`config.mk`:
```
export PLATFORM = sky130hd
export DESIGN_NAME = wdu_watchdog
export DESIGN_NICKNAME = d
export VERILOG_FILES = /design/src/wdu_tick_div.v /design/src/wdu_unlock_fsm.v /design/src/wdu_watchdog.v
export VERILOG_INCLUDE_DIRS = /design/src
export SDC_FILE = /design/constraint.sdc
export NUM_CORES = 1
export LEC_CHECK = 0
export ABC_CLOCK_PERIOD_IN_PS = 4400
export BUFFER_PORTS_ARGS = -buffer_cell sky130_fd_sc_hd__buf_4
export CAP_MARGIN = 5
export CELL_PAD_IN_SITES_DETAIL_PLACEMENT = 1
export CELL_PAD_IN_SITES_GLOBAL_PLACEMENT = 1
export CORE_MARGIN = 1
export CORE_UTILIZATION = 40
export DETAILED_ROUTE_END_ITERATION = 10
export GPL_TIMING_DRIVEN = 0
export HOLD_SLACK_MARGIN = 0.12
export PLACE_DENSITY = 0.71
export SYNTH_ARGS = -nofsm -noshare
export SYNTH_HDL_FRONTEND = slang
export SYNTH_SLANG_ARGS = --single-unit
```
`constraint.sdc`:
```
create_clock -name clk_in -period 4.4 [get_ports clk_in]
set_input_delay 0.44 -clock clk_in [delete_from_list [all_inputs] [get_ports clk_in]]
set_output_delay 0.44 -clock clk_in [all_outputs]
set_load 0.01 [all_outputs]
```
`src/wdu_defines.vh`:
```
// Constants shared by the watchdog with unlock: map, encodings, reset values and rates.
`ifndef WDU_DEFINES_VH
`define WDU_DEFINES_VH

// Register space.
`define WDU_ADDR_W            12
`define WDU_ADDR_CTL_STATUS   12'hff0
`define WDU_ADDR_RELOAD_UPPER 12'hff1
`define WDU_ADDR_RELOAD_HIGH  12'hff2
`define WDU_ADDR_RELOAD_LOW   12'hff3

// Unlock keys written to the control address.
`define WDU_KEY_FIRST  8'h55
`define WDU_KEY_SECOND 8'haa

// Counter and reload.
`define WDU_COUNT_W        24
`define WDU_RELOAD_RESET   24'hffffff
`define WDU_COUNT_ZERO     24'h000000
`define WDU_COUNT_LAST     24'h000001
`define WDU_REFRESH_FLOOR  24'h000002
`define WDU_RELOAD_MIN     24'h000004

// Reset status read-back layout.
`define WDU_STAT_TIMEOUT_BIT 5
`define WDU_STAT_STOP_BIT    4
`define WDU_BYTE_ZERO        8'h00

// Byte lanes of the 24-bit count and reload word.
`define WDU_BYTE_W           8
`define WDU_UPPER_LSB        16
`define WDU_HIGH_LSB         8
`define WDU_LOW_LSB          0

// Rates: system clock and the watchdog RC oscillator it stands in for.
`define WDU_CLK_FREQ_HZ 125000000
`define WDU_RC_FREQ_HZ  10000
`define WDU_TICK_CYCLES (`WDU_CLK_FREQ_HZ / `WDU_RC_FREQ_HZ)
`define WDU_TICK_W      14

`endif

```
`src/wdu_tick_div.v`:
```
// Divider that turns the system clock into the watchdog oscillator tick enable.
`timescale 1ns/100ps
module wdu_tick_div #(
  parameter WIDTH  = 14,
  parameter CYCLES = 12500
) (
  input  wire clk_in,
  input  wire rst_in,
  output wire tick_out
);
  localparam integer     LAST_INT = CYCLES - 1;
  localparam [WIDTH-1:0] LAST     = LAST_INT[WIDTH-1:0];
  localparam [WIDTH-1:0] ONE      = {{(WIDTH-1){1'b0}}, 1'b1};
  localparam [WIDTH-1:0] ZERO     = {WIDTH{1'b0}};

  reg [WIDTH-1:0] div_q;
  reg             tick_q;

  ////////////////////////////////////////////////////////////////////////////
  // The oscillator runs free, so the divider never restarts on enable.
  always @(posedge clk_in) begin
    if (rst_in) begin
      div_q  <= ZERO;
      tick_q <= 1'b0;
    end else if (div_q == LAST) begin
      div_q  <= ZERO;
      tick_q <= 1'b1;
    end else begin
      div_q  <= div_q + ONE;
      tick_q <= 1'b0;
    end
  end

  assign tick_out = tick_q;
endmodule

```
`src/wdu_unlock_fsm.v`:
```
// Lock state machine guarding writes to the three reload byte registers.
`timescale 1ns/100ps
`include "wdu_defines.vh"
module wdu_unlock_fsm (
  input  wire                   clk_in,
  input  wire                   rst_in,
  input  wire                   wr_in,
  input  wire [`WDU_ADDR_W-1:0] addr_in,
  input  wire [7:0]             wdata_in,
  output wire                   upper_we_out,
  output wire                   high_we_out,
  output wire                   low_we_out
);
  localparam [4:0] ST_LOCKED  = 5'h01;
  localparam [4:0] ST_KEY1    = 5'h02;
  localparam [4:0] ST_UPPER   = 5'h04;
  localparam [4:0] ST_HIGH    = 5'h08;
  localparam [4:0] ST_LOW     = 5'h10;

  reg [4:0] state_q;
  reg [4:0] state_d;

  wire wr_ctl   = wr_in && (addr_in == `WDU_ADDR_CTL_STATUS);
  wire wr_upper = wr_in && (addr_in == `WDU_ADDR_RELOAD_UPPER);
  wire wr_high  = wr_in && (addr_in == `WDU_ADDR_RELOAD_HIGH);
  wire wr_low   = wr_in && (addr_in == `WDU_ADDR_RELOAD_LOW);

  ////////////////////////////////////////////////////////////////////////////
  // Any write that is not the next expected step drops back to locked.
  always @* begin
    state_d = state_q;
    if (wr_in) begin
      case (state_q)
        ST_LOCKED: begin
          state_d = (wr_ctl && wdata_in == `WDU_KEY_FIRST) ? ST_KEY1 : ST_LOCKED;
        end
        ST_KEY1: begin
          state_d = (wr_ctl && wdata_in == `WDU_KEY_SECOND) ? ST_UPPER : ST_LOCKED;
        end
        ST_UPPER: begin
          state_d = wr_upper ? ST_HIGH : ST_LOCKED;
        end
        ST_HIGH: begin
          state_d = wr_high ? ST_LOW : ST_LOCKED;
        end
        ST_LOW: begin
          state_d = ST_LOCKED;
        end
        default: begin
          state_d = ST_LOCKED;
        end
      endcase
    end
  end

  ////////////////////////////////////////////////////////////////////////////
  // State register.
  always @(posedge clk_in) begin
    if (rst_in) begin
      state_q <= ST_LOCKED;
    end else begin
      state_q <= state_d;
    end
  end

  // Only the write expected in the current state reaches a reload byte.
  assign upper_we_out = wr_upper && (state_q == ST_UPPER);
  assign high_we_out  = wr_high && (state_q == ST_HIGH);
  assign low_we_out   = wr_low && (state_q == ST_LOW);
endmodule

```
`src/wdu_watchdog.v`:
```
// Watchdog timer with reload unlock sequence, status read-back and time-out responses.
`timescale 1ns/100ps
`include "wdu_defines.vh"
module wdu_watchdog #(
  parameter TICK_CYCLES = `WDU_TICK_CYCLES,
  parameter TICK_W      = `WDU_TICK_W
) (
  input  wire                   clk_in,
  input  wire                   rst_in,
  input  wire [`WDU_ADDR_W-1:0] reg_addr_in,
  input  wire                   reg_wr_in,
  input  wire                   reg_rd_in,
  input  wire [7:0]             reg_wdata_in,
  input  wire                   refresh_in,
  input  wire                   debug_mode_in,
  input  wire                   stop_mode_in,
  input  wire                   always_on_option_in,
  input  wire                   timeout_response_option_in,
  output reg  [7:0]             reg_rdata_out,
  output reg                    irq_req_out,
  output reg                    sys_reset_out,
  output reg                    stop_recovery_out,
  output reg                    enabled_out
);

  ////////////////////////////////////////////////////////////////////////////
  // Behaviour worth knowing before integrating this block.
  //
  // The tick divider runs free from reset, so the first decrement after an
  // enable or a refresh lands anywhere within one tick period. A time-out
  // can therefore come up to one tick earlier than the nominal span.
  //
  // A reload below four is not trapped here. Software owns that limit; a
  // smaller value only shrinks the window in which a refresh still helps,
  // and a reload of two or less could never be refreshed at all.
  //
  // Once running the counter is never stopped. After any time-out it wraps
  // to all ones and keeps counting; a reset response relies on the system
  // reset to bring this block back to its reset state.
  //
  // The refresh floor applies to software refresh only. Debug mode reloads
  // every cycle whatever the count, so a halt in the debugger never leaves
  // a time-out pending.
  //
  // Status flags are sticky. A time-out in the same cycle as a status read
  // keeps its flag set: software may see a flag twice but never misses one.
  //
  // The three count reads are separate accesses. A tick between them can
  // tear the value, so software that needs it exact should read twice.
  //
  // Reads never move the lock sequencer. Any write other than the expected
  // next step, to any address, drops it back to locked, so a reload byte can
  // only change after both keys, with the bytes written upper, high, low.
  //
  // The response option and stop mode are looked at in the cycle of the
  // time-out itself; changing them later has no effect on that time-out.

  ////////////////////////////////////////////////////////////////////////////
  // Internal state.
  // Reset value of the reload word; the byte registers take their lanes of
  // it, so the three bytes and the count start from the same word.
  localparam [`WDU_COUNT_W-1:0] RELOAD_INIT = `WDU_RELOAD_RESET;

  reg [7:0]              reload_upper_byte_q;
  reg [7:0]              reload_high_byte_q;
  reg [7:0]              reload_low_byte_q;
  reg [`WDU_COUNT_W-1:0] count_q;
  reg [`WDU_COUNT_W-1:0] count_d;
  reg                    enabled_q;
  reg                    enabled_d;
  reg                    timeout_flag_q;
  reg                    stop_flag_q;
  reg                    timeout_event;
  reg [7:0]              rdata_d;

  wire                    tick;
  wire                    upper_we;
  wire                    high_we;
  wire                    low_we;
  wire [`WDU_COUNT_W-1:0] reload_value;
  wire                    status_read;
  wire                    refresh_allowed;
  wire                    resp_reset;
  wire [`WDU_COUNT_W-1:0] count_dec;
  wire                    irq_req_d;
  wire                    sys_reset_d;
  wire                    stop_recovery_d;

  // The three stored bytes form the reload word, upper byte on top.
  assign reload_value = {reload_upper_byte_q, reload_high_byte_q,
                         reload_low_byte_q};

  // A read at the shared control address is a reset status read.
  assign status_read = reg_rd_in && (reg_addr_in == `WDU_ADDR_CTL_STATUS);

  // Near the end the count can no longer be pushed back, so a late
  // refresh cannot rescue software that has already lost control.
  assign refresh_allowed = refresh_in && (count_q > `WDU_REFRESH_FLOOR);

  // High selects the reset response, low the interrupt response.
  assign resp_reset = timeout_response_option_in;

  // One step down. From zero this wraps to all ones, which is the roll-over
  // an interrupt response expects instead of a reload.
  assign count_dec = count_q - `WDU_COUNT_LAST;

  // Response decode for the registered pulses. Stop mode turns a reset
  // response into a recovery, while an interrupt response still requests
  // the interrupt so it is served once the core runs again.
  assign irq_req_d       = timeout_event && !resp_reset;
  assign sys_reset_d     = timeout_event && resp_reset && !stop_mode_in;
  assign stop_recovery_d = timeout_event && stop_mode_in;

  ////////////////////////////////////////////////////////////////////////////
  // Oscillator tick and unlock sequencer.
  wdu_tick_div #(
    .WIDTH  (TICK_W),
    .CYCLES (TICK_CYCLES)
  ) u_tick_div (
    .clk_in   (clk_in),
    .rst_in   (rst_in),
    .tick_out (tick)
  );

  wdu_unlock_fsm u_unlock_fsm (
    .clk_in       (clk_in),
    .rst_in       (rst_in),
    .wr_in        (reg_wr_in),
    .addr_in      (reg_addr_in),
    .wdata_in     (reg_wdata_in),
    .upper_we_out (upper_we),
    .high_we_out  (high_we),
    .low_we_out   (low_we)
  );

  ////////////////////////////////////////////////////////////////////////////
  // Reload bytes change only on a write the sequencer lets through.
  // The control address itself holds no bits, so key writes store nothing.
  always @(posedge clk_in) begin
    if (rst_in) begin
      reload_upper_byte_q <= RELOAD_INIT[`WDU_UPPER_LSB +: `WDU_BYTE_W];
      reload_high_byte_q  <= RELOAD_INIT[`WDU_HIGH_LSB +: `WDU_BYTE_W];
      reload_low_byte_q   <= RELOAD_INIT[`WDU_LOW_LSB +: `WDU_BYTE_W];
    end else begin
      if (upper_we) begin
        reload_upper_byte_q <= reg_wdata_in;
      end
      if (high_we) begin
        reload_high_byte_q <= reg_wdata_in;
      end
      if (low_we) begin
        reload_low_byte_q <= reg_wdata_in;
      end
    end
  end

  ////////////////////////////////////////////////////////////////////////////
  // Counter next state. Once enabled there is no path back to off.
  // Priority: first-enable load, debug refresh, software refresh, tick.
  always @* begin
    count_d       = count_q;
    enabled_d     = enabled_q;
    timeout_event = 1'b0;
    if (!enabled_q) begin
      // Idle until a refresh or the always-on option turns the timer on.
      if (refresh_in || always_on_option_in) begin
        enabled_d = 1'b1;
        count_d   = reload_value;
      end
    end else if (debug_mode_in) begin
      count_d = reload_value;
    end else if (refresh_allowed) begin
      count_d = reload_value;
    end else if (tick) begin
      // Plain decrement: from zero the count wraps to all ones and keeps
      // going, it is not reloaded.
      count_d = count_dec;
      if (count_q == `WDU_COUNT_LAST) begin
        timeout_event = 1'b1;
      end
    end
  end

  ////////////////////////////////////////////////////////////////////////////
  // Counter and enable registers.
  always @(posedge clk_in) begin
    if (rst_in) begin
      count_q   <= `WDU_RELOAD_RESET;
      enabled_q <= 1'b0;
    end else begin
      count_q   <= count_d;
      enabled_q <= enabled_d;
    end
  end

  ////////////////////////////////////////////////////////////////////////////
  // Status flags. A time-out in the cycle of a status read still sets the
  // flag, so an event racing the clear is never lost.
  always @(posedge clk_in) begin
    if (rst_in) begin
      timeout_flag_q <= 1'b0;
      stop_flag_q    <= 1'b0;
    end else begin
      if (timeout_event) begin
        timeout_flag_q <= 1'b1;
      end else if (status_read) begin
        timeout_flag_q <= 1'b0;
      end
      if (timeout_event && stop_mode_in) begin
        stop_flag_q <= 1'b1;
      end else if (status_read) begin
        stop_flag_q <= 1'b0;
      end
    end
  end

  ////////////////////////////////////////////////////////////////////////////
  // Time-out responses, each a one-cycle registered pulse of the decode
  // above. Registering them keeps decode glitches away from the interrupt
  // controller and the reset controller.
  always @(posedge clk_in) begin
    if (rst_in) begin
      irq_req_out       <= 1'b0;
      sys_reset_out     <= 1'b0;
      stop_recovery_out <= 1'b0;
    end else begin
      irq_req_out       <= irq_req_d;
      sys_reset_out     <= sys_reset_d;
      stop_recovery_out <= stop_recovery_d;
    end
  end

  ////////////////////////////////////////////////////////////////////////////
  // Read data mux. Reload addresses show the live count, not the reload,
  // and the shared control address shows reset status.
  always @* begin
    rdata_d = `WDU_BYTE_ZERO;
    case (reg_addr_in)
      `WDU_ADDR_CTL_STATUS: begin
        rdata_d[`WDU_STAT_TIMEOUT_BIT] = timeout_flag_q;
        rdata_d[`WDU_STAT_STOP_BIT]    = stop_flag_q;
      end
      `WDU_ADDR_RELOAD_UPPER: begin
        rdata_d = count_q[`WDU_UPPER_LSB +: `WDU_BYTE_W];
      end
      `WDU_ADDR_RELOAD_HIGH: begin
        rdata_d = count_q[`WDU_HIGH_LSB +: `WDU_BYTE_W];
      end
      `WDU_ADDR_RELOAD_LOW: begin
        rdata_d = count_q[`WDU_LOW_LSB +: `WDU_BYTE_W];
      end
      default: begin
        rdata_d = `WDU_BYTE_ZERO;
      end
    endcase
  end

  ////////////////////////////////////////////////////////////////////////////
  // Read data register, loaded one cycle after the read strobe and held
  // until the next read, so a slow master may pick it up late. Writes never
  // touch it, which keeps a status value from being lost to a key write.
  always @(posedge clk_in) begin
    if (rst_in) begin
      reg_rdata_out <= `WDU_BYTE_ZERO;
    end else if (reg_rd_in) begin
      reg_rdata_out <= rdata_d;
    end
  end

  ////////////////////////////////////////////////////////////////////////////
  // Enable state shown to the system. It is loaded from the same next value
  // as the internal enable, so the two can never disagree, not even in the
  // cycle in which the first refresh or the always-on option lands.
  always @(posedge clk_in) begin
    if (rst_in) begin
      enabled_out <= 1'b0;
    end else begin
      enabled_out <= enabled_d;
    end
  end

endmodule

```
==> flow_summary.ini <==
[hold_path]
hold_path_end = irq_req_out$_SDFF_PP0_
hold_depth = 2
hold_path_class = primary input to flip-flop
hold_path.startpoint = timeout_response_option_in

[place]
place_congestion = 0.8623
placed_area_mm2 = 0.004618
dpl.hpwl_um = 9712
io_buffer_count = 40
place_ws_ns = 1.791

[sta]
tns_ns = 0
period_share = 0.5842
timing.fmax_mhz = 389.0
fin_crit_ns = 2.570
setup_violations = 0
finalWorstSetupSlack_ns = 1.830
slew_headroom = 0.4973
rsz0062_at_grt = no
worst_slew_pin_slew_ns = 0.7484
fin_worst_skew_ns = 0.01019
maxSlewViolCount = 0
hold_violations = 0

[worst_setup_path]
crit_family = simple AND/OR/NAND/NOR gates
r2r_start = count_q[6]$_SDFFE_PP1P_
reg2reg_slack_ns = 1.83
crit_type = flip-flop to flip-flop
crit_top_cell = nor4_2
worstPathCellList = buf_2 > nor4_2 > nand2b_1 > nor4_2 > buf_4 > nor2_1 > clkbuf_1 > o21ai_0 > a22oi_1
start_kind = flip-flop
critPathMaxFanout = 10
required_ns = 4.64
rr_worst_depth = 9
crit_slowest_cell = nor4_2
r2r_end = count_q[17]$_SDFFE_PP1P_
slowest_delay_ns = 0.44
end_kind = flip-flop
arrival_ns = 2.81
path_buf_inv = 3

[cells_and_area]
synthToLayoutAreaGrowth_pct = 15.40
post-route-util = 0.4835
final_nets = 564
num-fill-cells = 1209
drive_gt1_frac = 0.1554
diodes = 0
final_area_mm2 = 0.004791

[floorplan]
io_pins = 41
fp.dieW_um = 103.9
die_area_mm2 = 0.01079
rows = 36
die_y_um = 103.9
start_util = 0.4189
core_area_mm2 = 0.009910

[yosys]
yosys.area.top_type = dfxtp_1
syn-cell-area_mm2 = 0.004151
synth_fp_nets = 513
async_flop_share = 0
yosysMostFrequentCell = dfxtp_1
ys_types = 54
synth_top_area_frac = 0.3954
synthCells = 480
avgSynthCellArea_um2 = 8.649
synth-seq-cells = 82
seq_area_frac_synth = 0.3954
synth_area_leaders = dfxtp_1 40%, mux2i_1 7.2%, nor2_1 4.9%, o21ai_0 4.8%, nand2_1 4.7%
synth_edf_count = 0
synthTopCellsByCount = 82 x dfxtp_1, 54 x nor2_1, 52 x nand2_1, 40 x o21ai_0, 30 x mux2i_1
yosysWarnings = 0
ys.flop_type = dfxtp_1

[route]
route.detailed.drc = 0
wl_per_cell_um = 19.80
postRouteAntennaNets = 0
routed_wl_um = 13210
drt_iter0_drc = 201
vias = 3895
via_per_inst = 5.840
firstDrtPassIters = 5

[pwr]
vdd.ir_drop.worst_mv = 0.1445
power.static_leakage_nw = 1.746
power_mw = 1.399
powerDensity_mw_per_mm2 = 291.9

[clock_network]
cts_setup_buffers = 0
cts_htree_levels = 3
cts.sinks = 82
clk_pin_slew_ns = 0.09
ctsResizeCount = 0
worst_skew_pair.late_latency_ns = 0.36
clock_path_buffers = 2
hold_buffers = 0
cts_root_buffer = clkbuf_8
cts_tree = built
cts_buffers = 9

[flow_run]
max_cap_viol_count = 0

[global_routing]
gr-total-overflow = 0
grt_util_met3 = 0.04261
grt_antenna_before_repair = 0
grt_pass1_vias = 3883
grt_pass1_wl_um = 21150
grt_start_max_net_pins = 13
met1_usage = 0.3352
top_usage_layer = met2
met2_usage = 0.4152
track_usage = 0.2539

[run_status]
status = finished, final reports clean
-- final cells by class --
cell class,instances,area [um2],area share
Buffer,27,145.1,0.03030
Clock buffer,10,127.6,0.02664
Clock inverter,4,45.04,0.009402
Inverter,7,26.28,0.005484
Multi-Input combinational cell,364,2338,0.4881
Sequential cell,82,1642,0.3426
Tap cell,133,166.4,0.03474
Timing Repair Buffer,40,300.3,0.06268
-- how the worst max path moves through the flow --
stage / start / end / depth (start not counted)
floorplan: count_q[6]$_SDFFE_PP1P_ / count_q[18]$_SDFFE_PP1P_ / 7
global placement: reg_addr_in[2] / reload_high_byte_q[1]$_SDFFE_PP1P_ / 8
detailed placement: reg_addr_in[2] / reload_high_byte_q[1]$_SDFFE_PP1P_ / 8
CTS: count_q[6]$_SDFFE_PP1P_ / count_q[17]$_SDFFE_PP1P_ / 9
global route: count_q[6]$_SDFFE_PP1P_ / count_q[17]$_SDFFE_PP1P_ / 9
finish: count_q[6]$_SDFFE_PP1P_ / count_q[17]$_SDFFE_PP1P_ / 9
-- cells in the final DEF, fill, tap and decap left out, types with 7 or more instances in the layout --
| cell type | netlist | layout |
|---|---|---|
| a21oi_1 | 12 | 12 |
| a22oi_1 | 25 | 25 |
| buf_4 | 2 | 42 |
| clkbuf_1 | 13 | 14 |
| clkbuf_8 | 0 | 9 |
| dfxtp_1 | 82 | 82 |
| inv_1 | 7 | 7 |
| mux2i_1 | 30 | 30 |
| nand2_1 | 52 | 52 |
| nand3_1 | 10 | 10 |
| nand4_1 | 8 | 8 |
| nor2_1 | 54 | 54 |
| nor3_1 | 20 | 20 |
| nor3b_1 | 9 | 9 |
| nor4_1 | 9 | 9 |
| o211ai_1 | 11 | 11 |
| o21ai_0 | 40 | 40 |
| xor2_1 | 9 | 9 |
-- cells by family after synthesis --
kind of cell,share of synthesized area
DFF,0.3954
adders and majority gates,0.01206
buffers and inverters,0.04129
xor gates and xnor gates,0.02532
and+or+nand+nor,0.2538
AOI/OAI and AO/OA,0.1727
muxes,0.09946
-- state kept, by name, summed over array words and instances, names as in the netlist, 5 cells and up --
| register | flops |
|---|---|
| reg_rdata_out | 8 |
| reload_low_byte_q | 8 |
| reload_high_byte_q | 8 |
| u_tick_div.div_q | 14 |
| reload_upper_byte_q | 8 |
| count_q | 24 |
| u_unlock_fsm.state_q | 5 |
-- layer usage --
layer | vias up | part of all wire
met5 | - | 0
met4 | 0 | 0.018
met3 | 19 | 0.052
met2 | 100 | 0.47
met1 | 1922 | 0.46
li1 | 1854 | -
-- report_power, final --
part           switching (mW)  internal (mW)  total, mW
Clock                   0.278          0.254      0.532
Combinational          0.0704         0.0459      0.116
Sequential            0.00482          0.745      0.750
Total                   0.354           1.04       1.40
-- stage by stage --
stage / std cells / hold WS, ns
after floorplan: 480 / 0.4109
after global placement: 653 / 0.4219
after detailed placement: 653 / 0.4341
after CTS: 667 / 0.2263
after global routing: 667 / 0.2230
final: 667 / 0.2390
(Power assumes the default switching activity.)
